File: config.mk
export PLATFORM = sky130hd
export DESIGN_NAME = mrr_top
export DESIGN_NICKNAME = d
export VERILOG_FILES = /design/src/logic/mrr_axis_ref.v /design/src/logic/mrr_top.v
export VERILOG_INCLUDE_DIRS = /design/src /design/src/logic
export SDC_FILE = /design/constraint.sdc
export NUM_CORES = 1
export LEC_CHECK = 0
export BUFFER_PORTS_ARGS = -buffer_cell sky130_fd_sc_hd__buf_2
export CELL_PAD_IN_SITES_DETAIL_PLACEMENT = 0
export CELL_PAD_IN_SITES_GLOBAL_PLACEMENT = 1
export CORE_MARGIN = 2
export CORE_UTILIZATION = 34
export CTS_BUF_LIST = sky130_fd_sc_hd__clkbuf_8
export CTS_CLUSTER_SIZE = 40
export DETAILED_ROUTE_END_ITERATION = 16
export GPL_TIMING_DRIVEN = 0
export PLACE_DENSITY_LB_ADDON = 0.3
export SLEW_MARGIN = 20
export SYNTH_ARGS = -nofsm -noshare
export SYNTH_HDL_FRONTEND = slang
export SYNTH_HIERARCHICAL = 1
export SYNTH_SLANG_ARGS = --single-unit
File: constraint.sdc
create_clock -name clk_sys -period 4 [get_ports clk_sys]
set_clock_uncertainty 0.15 [all_clocks]
set_input_delay 0.2 -clock clk_sys [delete_from_list [all_inputs] [get_ports clk_sys]]
set_output_delay 0.2 -clock clk_sys [all_outputs]
set_load 0.02 [all_outputs]
File: src/logic/mrr_regs.vh
/*
  Register map, field positions and reset values of the magnitude reference
  register bank. Assumes an 8-bit register port and one 40 MHz core clock.
*/
`ifndef MRR_REGS_VH
`define MRR_REGS_VH

`define MRR_ADDR_W 8
`define MRR_DATA_W 8
`define MRR_REF_W 14
`define MRR_REF_MSB 13
`define MRR_HI_W 6
`define MRR_HI_MSB 5
`define MRR_LO_MSB 7
`define MRR_FS_W 2
`define MRR_AXES 3

`define MRR_OFS_X_HI 8'h63
`define MRR_OFS_X_LO 8'h64
`define MRR_OFS_Y_HI 8'h65
`define MRR_OFS_Y_LO 8'h66
`define MRR_OFS_Z_HI 8'h67
`define MRR_OFS_Z_LO 8'h68
`define MRR_OFS_CFG 8'h6A
`define MRR_OFS_STAT 8'h6B
`define MRR_OFS_ACT_X_HI 8'h6C
`define MRR_OFS_ACT_X_LO 8'h6D
`define MRR_OFS_ACT_Y_HI 8'h6E
`define MRR_OFS_ACT_Y_LO 8'h6F
`define MRR_OFS_ACT_Z_HI 8'h70
`define MRR_OFS_ACT_Z_LO 8'h71

`define MRR_CFG_EN 3
`define MRR_CFG_UPDM 4
`define MRR_CFG_INITM 5

`define MRR_STAT_ACTIVE 0
`define MRR_STAT_SRC_REGS 1
`define MRR_STAT_SEEN 2
`define MRR_STAT_TRACK 3

`define MRR_RST_BYTE 8'h00
`define MRR_RST_HI 6'h00
`define MRR_RST_REF 14'h0000
`define MRR_RST_FS 2'h0
`define MRR_ZERO_BYTE 8'h00
`define MRR_PAD_HI 2'h0
`define MRR_PAD_STAT 4'h0

`endif

File: src/logic/mrr_axis_ref.v
/*
  One axis of the reference bank: the host-visible high and low bytes and
  the reference word handed to the detector. Assumes the parent decodes
  addresses and issues one-cycle load pulses.
*/
`include "mrr_regs.vh"

module mrr_axis_ref (
  // Clock and reset
  input wire clk_sys,
  input wire resetn,
  // Register writes
  input wire wr_hi,
  input wire wr_lo,
  input wire [`MRR_LO_MSB:0] wr_data,
  // Reference control
  input wire load_live,
  input wire load_regs,
  input wire track_regs,
  input wire [`MRR_REF_MSB:0] live_sample,
  // Outputs
  output reg [`MRR_HI_MSB:0] hi_q,
  output reg [`MRR_LO_MSB:0] lo_q,
  output reg [`MRR_REF_MSB:0] ref_q
);

  // Only six bits are kept, so the two spare bits cannot reach the word.
  always @(posedge clk_sys or negedge resetn) begin
    if (!resetn) begin
      hi_q <= `MRR_RST_HI;
    end else if (wr_hi) begin
      hi_q <= wr_data[`MRR_HI_MSB:0];
    end
  end

  always @(posedge clk_sys or negedge resetn) begin
    if (!resetn) begin
      lo_q <= `MRR_RST_BYTE;
    end else if (wr_lo) begin
      lo_q <= wr_data;
    end
  end

  // A live load wins; it never fires in the same cycle as a register load or tracking.
  always @(posedge clk_sys or negedge resetn) begin
    if (!resetn) begin
      ref_q <= `MRR_RST_REF;
    end else if (load_live) begin
      ref_q <= live_sample;
    end else if (load_regs || track_regs) begin
      ref_q <= {hi_q, lo_q};
    end
  end

endmodule // mrr_axis_ref

File: src/logic/mrr_top.v
/*
  Magnitude reference register bank: six reference bytes, a mode register,
  a status register and read-back of the references in use. Assumes live
  samples, the sample strobe and the trigger come from logic on clk_sys.
*/
`include "mrr_regs.vh"

module mrr_top (
  // Clock and reset
  input wire clk_sys,
  input wire resetn,
  // Register port
  input wire [`MRR_ADDR_W-1:0] reg_addr,
  input wire [`MRR_DATA_W-1:0] reg_wdata,
  input wire reg_wr,
  input wire reg_rd,
  output reg [`MRR_DATA_W-1:0] reg_rdata_q,
  // Live samples from the sensor core
  input wire [`MRR_REF_MSB:0] sample_x,
  input wire [`MRR_REF_MSB:0] sample_y,
  input wire [`MRR_REF_MSB:0] sample_z,
  input wire sample_valid,
  input wire [`MRR_FS_W-1:0] full_scale_range_select,
  // Detector trigger
  input wire detect_trigger,
  // Reference outputs
  output wire [`MRR_REF_MSB:0] ref_x,
  output wire [`MRR_REF_MSB:0] ref_y,
  output wire [`MRR_REF_MSB:0] ref_z,
  output reg [`MRR_FS_W-1:0] ref_range_q,
  output reg ref_active_q
);

  localparam NAX = `MRR_AXES;
  localparam RW = `MRR_REF_W;

  // Mode register.
  reg en_q;
  reg updm_q;
  reg initm_q;
  reg en_prev_q;

  // Status.
  reg src_regs_q;
  reg seen_q;

  // Latest valid live sample of each axis.
  reg [NAX*RW-1:0] live_q;

  // Per-axis register views.
  wire [NAX*`MRR_HI_W-1:0] hi_all;
  wire [NAX*`MRR_DATA_W-1:0] lo_all;
  wire [NAX*RW-1:0] ref_all;

  // Address decode.
  wire [NAX-1:0] hit_hi;
  wire [NAX-1:0] hit_lo;
  wire hit_cfg;

  // Load control.
  wire enable_edge;
  wire load_regs;
  wire load_live;
  wire track_regs;
  wire upd_live;

  reg [`MRR_DATA_W-1:0] rd_mux;

  assign hit_hi[0] = (reg_addr == `MRR_OFS_X_HI);
  assign hit_hi[1] = (reg_addr == `MRR_OFS_Y_HI);
  assign hit_hi[2] = (reg_addr == `MRR_OFS_Z_HI);
  assign hit_lo[0] = (reg_addr == `MRR_OFS_X_LO);
  assign hit_lo[1] = (reg_addr == `MRR_OFS_Y_LO);
  assign hit_lo[2] = (reg_addr == `MRR_OFS_Z_LO);
  assign hit_cfg = (reg_addr == `MRR_OFS_CFG);

  // Mode register: only the three mode bits exist, the rest read zero.
  always @(posedge clk_sys or negedge resetn) begin
    if (!resetn) begin
      en_q <= 1'b0;
      updm_q <= 1'b0;
      initm_q <= 1'b0;
    end else if (reg_wr && hit_cfg) begin
      en_q <= reg_wdata[`MRR_CFG_EN];
      updm_q <= reg_wdata[`MRR_CFG_UPDM];
      initm_q <= reg_wdata[`MRR_CFG_INITM];
    end
  end

  always @(posedge clk_sys or negedge resetn) begin
    if (!resetn) begin
      en_prev_q <= 1'b0;
    end else begin
      en_prev_q <= en_q;
    end
  end

  // The reference is first loaded on the cycle the function turns on; triggers or tracking reload it later.
  assign enable_edge = en_q && !en_prev_q;
  assign load_regs = enable_edge && initm_q;
  assign upd_live = en_prev_q && en_q && !updm_q && detect_trigger;
  assign load_live = (enable_edge && !initm_q) || upd_live;
  assign track_regs = en_q && en_prev_q && initm_q && updm_q;

  // Hold the newest valid sample so an enable between strobes still has
  // the current output data to capture.
  always @(posedge clk_sys or negedge resetn) begin
    if (!resetn) begin
      live_q <= {NAX{`MRR_RST_REF}};
      seen_q <= 1'b0;
    end else if (sample_valid) begin
      live_q <= {sample_z, sample_y, sample_x};
      seen_q <= 1'b1;
    end
  end

  genvar g;
  generate
    for (g = 0; g < NAX; g = g + 1) begin : g_axis
      mrr_axis_ref u_axis (
        .clk_sys(clk_sys),
        .resetn(resetn),
        .wr_hi(reg_wr && hit_hi[g]),
        .wr_lo(reg_wr && hit_lo[g]),
        .wr_data(reg_wdata),
        .load_live(load_live),
        .load_regs(load_regs),
        .track_regs(track_regs),
        .live_sample(live_q[g*RW +: RW]),
        .hi_q(hi_all[g*`MRR_HI_W +: `MRR_HI_W]),
        .lo_q(lo_all[g*`MRR_DATA_W +: `MRR_DATA_W]),
        .ref_q(ref_all[g*RW +: RW])
      );
    end
  endgenerate

  // The Z pair sits in the same generate loop as X and Y.
  assign ref_x = ref_all[0*RW +: RW];
  assign ref_y = ref_all[1*RW +: RW];
  assign ref_z = ref_all[2*RW +: RW];

  // Source of the active reference, for status.
  always @(posedge clk_sys or negedge resetn) begin
    if (!resetn) begin
      src_regs_q <= 1'b0;
    end else if (load_regs) begin
      src_regs_q <= 1'b1;
    end else if (load_live) begin
      src_regs_q <= 1'b0;
    end
  end

  // The reference words carry no scale of their own; the range in force is
  // passed beside them so both are read at the same resolution.
  always @(posedge clk_sys or negedge resetn) begin
    if (!resetn) begin
      ref_range_q <= `MRR_RST_FS;
    end else begin
      ref_range_q <= full_scale_range_select;
    end
  end

  // Active goes high together with the first loaded reference.
  always @(posedge clk_sys or negedge resetn) begin
    if (!resetn) begin
      ref_active_q <= 1'b0;
    end else if (!en_q) begin
      ref_active_q <= 1'b0;
    end else if (enable_edge) begin
      ref_active_q <= 1'b1;
    end
  end

  // Read mux; unmapped addresses read zero.
  always @* begin
    rd_mux = `MRR_ZERO_BYTE;
    case (reg_addr)
      `MRR_OFS_X_HI: rd_mux = {`MRR_PAD_HI, hi_all[0*`MRR_HI_W +: `MRR_HI_W]};
      `MRR_OFS_X_LO: rd_mux = lo_all[0*`MRR_DATA_W +: `MRR_DATA_W];
      `MRR_OFS_Y_HI: rd_mux = {`MRR_PAD_HI, hi_all[1*`MRR_HI_W +: `MRR_HI_W]};
      `MRR_OFS_Y_LO: rd_mux = lo_all[1*`MRR_DATA_W +: `MRR_DATA_W];
      `MRR_OFS_Z_HI: rd_mux = {`MRR_PAD_HI, hi_all[2*`MRR_HI_W +: `MRR_HI_W]};
      `MRR_OFS_Z_LO: rd_mux = lo_all[2*`MRR_DATA_W +: `MRR_DATA_W];
      `MRR_OFS_CFG: begin
        rd_mux[`MRR_CFG_EN] = en_q;
        rd_mux[`MRR_CFG_UPDM] = updm_q;
        rd_mux[`MRR_CFG_INITM] = initm_q;
      end
      `MRR_OFS_STAT: begin
        rd_mux = {`MRR_PAD_STAT, track_regs, seen_q, src_regs_q, ref_active_q};
      end
      `MRR_OFS_ACT_X_HI: rd_mux = {`MRR_PAD_HI, ref_all[0*RW+`MRR_DATA_W +: `MRR_HI_W]};
      `MRR_OFS_ACT_X_LO: rd_mux = ref_all[0*RW +: `MRR_DATA_W];
      `MRR_OFS_ACT_Y_HI: rd_mux = {`MRR_PAD_HI, ref_all[1*RW+`MRR_DATA_W +: `MRR_HI_W]};
      `MRR_OFS_ACT_Y_LO: rd_mux = ref_all[1*RW +: `MRR_DATA_W];
      `MRR_OFS_ACT_Z_HI: rd_mux = {`MRR_PAD_HI, ref_all[2*RW+`MRR_DATA_W +: `MRR_HI_W]};
      `MRR_OFS_ACT_Z_LO: rd_mux = ref_all[2*RW +: `MRR_DATA_W];
      default: rd_mux = `MRR_ZERO_BYTE;
    endcase
  end

  // Read data stand for as many cycles as reg_rd is held and return to zero after.
  always @(posedge clk_sys or negedge resetn) begin
    if (!resetn) begin
      reg_rdata_q <= `MRR_ZERO_BYTE;
    end else if (reg_rd) begin
      reg_rdata_q <= rd_mux;
    end else begin
      reg_rdata_q <= `MRR_ZERO_BYTE;
    end
  end

endmodule // mrr_top
* Word-level counts from Yosys, hierarchy flattened
Cells that the tools add are included.
Word-level totals: register bits after elaboration 143, input port bits 66, output and inout bits 53, logic and storage cells 70
Operators by class: equal/unequal tests 15, multiplexer cells 14, reduce and logical (&&, ||, !) cells 22
Operators by type and width (count):
- $eq A8 B7 Y1 const B | 14
- $mux W14 | 6
- $pmux W3 S14 | 1
- $pmux W3 S13 | 1
- $logic_and A1 B1 Y1 | 15
- $pmux W2 S6 | 1
- $mux W8 | 1
- $mux W1 | 4
- $reduce_bool A2 Y1 | 2
- $logic_not A1 Y1 | 3
- $logic_or A1 B1 Y1 | 2
- $ne A2 B1 Y1 const B | 1

* Longest topological paths before layout
Gate-level depths: netlist of run 1.
depth after elaboration 6, depth in mapped cells 8

* By module
The synthesis of run 1 kept the hierarchy.
Modules (own cells, without submodules):
- mrr_axis_ref | instances 3, cells an instance 122, area each 1233.7 um2, seq. area each 700.7 um2
- mrr_top | instances 1, cells an instance 281, area each 3206.8 um2, seq. area each 1476.4 um2

* Worst setup path before layout of run 1
OpenSTA, ideal clock, no wires.
path kind reg2reg, start point register initm_q, end point register g_axis[0].u_axis.ref_q[12], library setup time 0.116 ns, arrival time 1.648 ns, required time 3.734 ns, slack 2.086 ns, stages on the path, launching flop included 6, buffers on the path 1, period minus slack after synthesis 1.914 ns, path through dfrtp_1 -> nand2_1 -> nor2_1 -> nor2_1 -> clkbuf_1 -> o311ai_0
On the way: cells in the longest elaborated chain, start to end 4, elaborated cells on any way between the ends 9, classes of those cells mux: 1; reduce/logical: 8
Ends and longest elaborated chain:
- start, declared | line mrr_top.v:40 | reg initm_q;
- start signal, assigned | line mrr_top.v:86 | initm_q <= reg_wdata[`MRR_CFG_INITM];
- $logic_and A1 B1 Y1 (2 in series) | line mrr_top.v:103 | assign track_regs = en_q && en_prev_q && initm_q && updm_q;
- named net track_regs | line mrr_top.v:64 | wire track_regs;
- $logic_or A1 B1 Y1 | line mrr_axis_ref.v:50 | end else if (load_regs || track_regs) begin
- $reduce_bool A2 Y1 (no line)
- end signal, assigned | line mrr_axis_ref.v:47 | ref_q <= `MRR_RST_REF;
- end signal, assigned | line mrr_axis_ref.v:49 | ref_q <= live_sample;
- end signal, assigned | line mrr_axis_ref.v:51 | ref_q <= {hi_q, lo_q};
- end, declared | line mrr_axis_ref.v:24 | output reg [`MRR_REF_MSB:0] ref_q
The timed path passes the listed nets, and every way through them passes these cells. A chain may end at the register's enable or synchronous reset.

* Worst setup path after layout of run 1
start point register updm_q, end point register g_axis[1].u_axis.ref_q[3]
On the way: cells in the longest elaborated chain, start to end 5, elaborated cells on any way between the ends 8, classes of those cells mux: 1; reduce/logical: 7
Ends and longest elaborated chain:
- start, declared | line mrr_top.v:39 | reg updm_q;
- start signal, assigned | line mrr_top.v:85 | updm_q <= reg_wdata[`MRR_CFG_UPDM];
- $logic_not A1 Y1 (*) | line mrr_top.v:101 | assign upd_live = en_prev_q && en_q && !updm_q && detect_trigger;
- $logic_and A1 B1 Y1 (*) (2 in series) | line mrr_top.v:101
- $logic_or A1 B1 Y1 (*) | line mrr_top.v:102 | assign load_live = (enable_edge && !initm_q) || upd_live;
- named net load_live | line mrr_top.v:63 | wire load_live;
- $mux W14 or $reduce_bool A2 Y1 (tied branches)
- end signal, assigned | line mrr_axis_ref.v:47
- end signal, assigned | line mrr_axis_ref.v:49
- end signal, assigned | line mrr_axis_ref.v:51
- end, declared | line mrr_axis_ref.v:24
Mark *: on every way through the listed nets, which the timed path passes. The rest lies on a longest branch.

==> results of run 1 <==
worst max-delay path: stages, from the launching register on:
cell      delay [ps]
dfrtp_1          430
and3b_1          230
o21a_1           710
buf_2            360
clkbuf_1         370
nand2_1          110
o311ai_1         110
logic make-up after synthesis:
| group | count (synthesis) |
|---|---|
| AND/OR/NAND/NOR | 211 |
| AO/OA/AOI/OAI | 146 |
| flip-flops | 143 |
| buffers and inverters | 91 |
| multiplexers | 56 |
cells in the final DEF (no fill, tap or decap), drive strengths merged, types with 5 or more instances in the layout:
| cell | n |
|---|---|
| clkbuf | 46 |
| nor2 | 16 |
| o21ai | 48 |
| a32oi | 9 |
| nor3b | 5 |
| o311ai | 42 |
| dfrtp | 143 |
| dlygate4sd3 | 54 |
| and2 | 6 |
| a21oi | 8 |
| a22o | 5 |
| nand3 | 8 |
| and3 | 9 |
| mux2 | 51 |
| clkinv | 5 |
| inv | 49 |
| buf | 138 |
| or4b | 42 |
| nand2 | 102 |
repair_timing:
action                    in CTS  in global routing
resized for setup              0                  0
hold buffers                  54                  0
hold endpoints to repair     231                  0
power by group:
group	switching, W	total [W]	leakage [nW]	internal (W)
registers	0.000349	0.00210	1.61	0.00175
logic	0.000684	0.00123	2.14	0.000544
clock network	0.000573	0.00108	0.188	0.000507
state kept, by name, indices dropped and copies added, names as in the netlist:
| name | cells |
|---|---|
| g_axis.u_axis/hi_q | 18 |
| g_axis.u_axis/lo_q | 24 |
| en_q | 1 |
| initm_q | 1 |
| g_axis.u_axis/ref_q | 42 |
| src_regs_q | 1 |
| live_q | 42 |
| ref_range_q | 2 |
| reg_rdata_q | 8 |
| ref_active_q | 1 |
| en_prev_q | 1 |
| updm_q | 1 |
| seen_q | 1 |
worst paths after layout:
kind | end | slack [ps] | depth (start not counted)
min in group clk_sys | initm_q | 140 | 3
hold / removal | g_axis[2].u_axis/ref_q[3] | 80 | 2
hold reg to reg | en_prev_q | 350 | 0
setup reg to reg | g_axis[1].u_axis/ref_q[3] | 1410 | 6
setup / recovery | g_axis[1].u_axis/ref_q[3] | 1410 | 6
max in group asynchronous | g_axis[1].u_axis/ref_q[8] | 2810 | 3
cells in the mapped netlist, types with 4 or more instances:
cell / n
buf_4: 4
clkbuf_1: 20
a211oi_1: 4
dfrtp_1: 143
or4b_1: 42
nor2_1: 16
buf_6: 4
o21ai_0: 48
o311ai_0: 12
nor3b_1: 4
inv_1: 44
clkbuf_2: 8
a32oi_1: 9
nand2_1: 102
mux2_2: 51
a22o_1: 5
and3_1: 8
nor2b_1: 4
nand3_1: 8
a21boi_0: 4
a21oi_1: 8
o311ai_1: 30
mux2i_1: 4
buf_2: 11
cell type report:
class | instances | area [µm²] | share of cell area [%]
clock buffers | 18 | 248 | 2.81
clock inverters | 14 | 119 | 1.35
flip-flops and latches | 143 | 3580 | 40.7
repair buffers | 173 | 1180 | 13.5
plain buffers | 47 | 245 | 2.79
well taps | 270 | 338 | 3.84
inverters | 44 | 165 | 1.88
multi-input cells | 413 | 2920 | 33.2
per-layer routing:
metal / GRT usage, % / share of wire (%)
met1: 31.8 / 46
met2: 36.1 / 46
met3: 4.31 / 5.5
met4: 6.65 / 2.2
met5: 0 / 0
metrics by stage:
step	cells	hold WS [ps]	power (W)	util (%)	area [µm²]
after floorplan	647	-246	0.00270	-	6910
after global placement	1033	160	0.00327	38.9	7830
after detailed placement	1036	-34.1	0.00331	39.3	7900
after CTS	1122	66.4	0.00444	43.8	8800
after global routing	1122	91.6	0.00463	43.8	8800
final	1122	79.0	0.00440	43.8	8800
==> flow_summary.yaml, run 1 <==
routing:
  detail_route.wl_per_cell_um: 21.3
  drt_first_iter_violations: 375
  vias: 6009
  wl_mm: 23.9
  via_per_inst: 5.36
  drc: 0
  firstDrtPassIters: 5
  antenna_left: 0
clocking:
  cts_buffers: 17
  cts_buffer_depth: 2
  cts.sinks: 143
  postCtsSetupRepairBufs: 0
  h-tree-depth: 4
  clk-insertion-delay-late_ps: 450
  root_buffer: "clkbuf_8"
  cts_tree: "built"
  path_clk_slew_ps: 90
logic_synthesis:
  ys_top_cells_by_area: "dfrtp_1 52%, mux2_2 8.3%, or4b_1 6.1%"
  synth.distinct_cells: 55
  synth-edff-count: 0
  yosys_warnings: 6
  synth-adder-area-share_pct: 0
  synth_top_family_by_area: "simple AND/OR/NAND/NOR gates"
  synth.avg_cell_area_um2: 10.7
  synthFlopType: "dfrtp_1"
  synth-simple-area-share_pct: 17.9
  seq_area_frac_synth_pct: 51.8
  async_reset_ff_share_pct: 100
  synth-seq-cells: 143
  synthMuxAreaShare_pct: 9.22
  post-synth-top-area-cell: "dfrtp_1"
  synthXorXnorAreaFrac_pct: 0
  syn_inst: 647
  syn_area_um2: 6910
  synth_compound_area_share_pct: 15.1
  synth_top_cell_area_share_pct: 51.8
  synth.net_count: 713
pwr:
  leakagePower_nw: 3.93
  peakVddDrop_mv: 0.224
  power.density_nw_per_um2: 500
die:
  fp.dieW_um: 147
  core_um2: 20100
  row_count: 52
  dieArea_um2: 21500
  fp.dieH_um: 147
  initial_utilization_pct: 34.4
  ios: 119
sta:
  rsz0062_at_grt: "false"
  fin_crit_ps: 2590
  slew_violations: 0
  worst_pin_slew_ps: 903
  fmax_ghz: 0.386
  setup_violations: 0
  relSlewSlack_pct: 39.8
  finalHoldViolCount: 0
  finalWorstSetupSlack_ps: 1410
  fin_setup_tns_ps: 0
  fin_crit_sh_pct: 64.7
global_routing:
  grt_max_degree: 102
  grt_overflow: 0
  grt_pass1_vias: 6152
  antenna_found_initial: 2
  grt_pass1_wl_mm: 36.6
  grt_use_total_pct: 22.7
worst_setup_path:
  worstPathRequired_ps: 4190
  crit_arrival_ps: 2780
  path_max_fanout: 19
  critPathLaunchType: "register"
  critPathLaunch: "updm_q"
  end_kind: "register"
  r2r-start: "updm_q"
  crit_type: "register to register"
placement:
  io_buffers: 116
  place_hpwl_mm: 18.1
  preCtsSetupSlack_ps: 1420
  gp_congestion: 0.914
finish:
  fin_nets: 905
  layout-drive-gt1-share_pct: 28.3
  fillers: 1965
  antenna_cells: 0
  area_growth_pct: 27.4
min_path:
  min-delay-path-class: "primary input to async pin"
flow_run:
  cap_viol_max_count: 0
status:
  outcome: "completed"
Note: power is estimated with default switching activity, not from simulation.
==> run 2, diff against run 1 <==
- clock period: 4 -> 2.2 ns (I/O delays scaled with it)
==> flow_summary.yaml, run 2 (synthesized netlist as in run 1, its figures left out) <==
status:
  outcome: "completed"
finish:
  fillers: 1956
  fin_cells: 1126
  postLayoutCoreUtil_pct: 44.1
  final_common_cell: "dfrtp_1"
  antenna_cells: 0
  layout_common_cells: "143 x dfrtp_1, 126 x buf_2, 102 x nand2_1"
  area_growth_pct: 28.4
  fin_nets: 909
  layout-drive-gt1-share_pct: 29.1
  biggestRegsByFlops: "g_axis.u_axis/ref_q (42), live_q (42), g_axis.u_axis/lo_q (24)"
die:
  initial_utilization_pct: 34.4
  row_count: 52
  ios: 119
  dieArea_um2: 21500
  fp.dieW_um: 147
  core_um2: 20100
  fp.dieH_um: 147
worst_setup_path:
  critPathLaunch: "en_prev_q"
  crit_arrival_ps: 2300
  worstPathRequired_ps: 2390
  critPathLaunchType: "register"
  r2r-start: "en_prev_q"
  crit_type: "register to register"
  end_kind: "register"
  path_max_fanout: 19
min_path:
  min-delay-path-class: "primary input to register"
  hold_path.startpoint: "reg_addr[7]"
global_routing:
  grt_use_total_pct: 22.9
  grt_pass1_vias: 6168
  grt_overflow: 0
  grt_pass1_wl_mm: 36.8
  grt_max_degree: 102
  antenna_found_initial: 2
clocking:
  root_buffer: "clkbuf_8"
  cts_buffers: 17
  clk-insertion-delay-late_ps: 450
  cts_buffer_depth: 2
  cts_tree: "built"
  cts.sinks: 143
  h-tree-depth: 4
  path_clk_slew_ps: 80
routing:
  wl_mm: 24.2
  firstDrtPassIters: 5
  drc: 0
  antenna_left: 0
  vias: 6036
  detail_route.wl_per_cell_um: 21.5
  drt_first_iter_violations: 400
  via_per_inst: 5.36
flow_run:
  cap_viol_max_count: 0
placement:
  gp_congestion: 0.914
  place_hpwl_mm: 18.1
  io_buffers: 116
  preCtsSetupSlack_ps: -376
  dpl.cell_count: 1036
pwr:
  power.density_nw_per_um2: 905
  leakagePower_nw: 3.97
  peakVddDrop_mv: 0.406
sta:
  fmax_ghz: 0.473
  fin_crit_ps: 2120
  setup_violations: 0
  relSlewSlack_pct: 49.5
  fin_setup_tns_ps: 0
  rsz0062_at_grt: "false"
  finalHoldViolCount: 0
  slew_violations: 0
  worst_pin_slew_ps: 758
  fin_crit_sh_pct: 96.1
  finalWorstSetupSlack_ps: 84.8
## run 2: cell types whose count changed in the layout (fill, tap and decap cells not counted), moves of 2 or more
cell / before / now
buf_4: 4 / 6
clkbuf_1: 20 / 16
clkbuf_2: 8 / 12
nor2_2: 2 / 0
nor2_4: 0 / 2
## run 2: final timing paths
| path | slack (ps) | endpoint | cells past startpoint |
|---|---|---|---|
| max reg2reg | 80 | g_axis[1].u_axis/ref_q[10] | 5 |
| min in group asynchronous | 450 | updm_q | 3 |
| max in group asynchronous | 730 | g_axis[1].u_axis/ref_q[8] | 4 |
| max | 80 | g_axis[1].u_axis/ref_q[10] | 5 |
| min reg2reg | 350 | g_axis[2].u_axis/ref_q[3] | 2 |
| min | 40 | reg_rdata_q[3] | 5 |
## run 2: repair_timing
action / 4_1_cts / 5_1_grt
endpoints found under the setup margin: 42 / 24
gates resized for setup: 4 / 9
hold endpoints to repair: 238 / 0
hold buffers: 56 / 0
cloned: 0 / 0
pin swaps: 0 / 2
buffers inserted: 0 / 2
## run 2: layout make-up
type                       instances  area (µm²)  share of cell area, %
clock buffer                      18         248                   2.79
inverter                          44         165                   1.86
sequential                       143        3580                   40.3
multi-input combinational        413        2940                   33.2
tap                              270         338                   3.81
buffer                            47         250                   2.82
timing repair buffer             177        1230                   13.9
clock inverter                    14         119                   1.34
## run 2: metal layers
| layer | track usage, % | share of wire (%) |
|---|---|---|
| met1 | 32.1 | 46 |
| met2 | 36.4 | 47 |
| met3 | 4.31 | 5.5 |
| met4 | 6.65 | 2.1 |
| met5 | 0 | 0 |
## run 2: metrics by stage
step	area (µm²)	hold WS [ps]	total power (W)
after floorplan	6910	-336	0.00490
after global placement	7830	69.8	0.00595
after detailed placement	7900	-124	0.00602
after CTS	8850	13.4	0.00809
after global routing	8870	41.4	0.00843
final	8870	41.9	0.00803
## run 2: report_power, final
part           switching, W  leakage [nW]  internal, W  total, W
sequential         0.000641          1.61      0.00318   0.00382
clock               0.00105         0.188     0.000921   0.00197
combinational       0.00125          2.18     0.000997   0.00225
## run 2: worst max-delay path, cell delays in order (launching register included)
cell and delay (ps):
dfrtp_1 470, and3b_1 230, o21a_4 300, clkbuf_2 210, or4b_1 560, o311ai_1 100
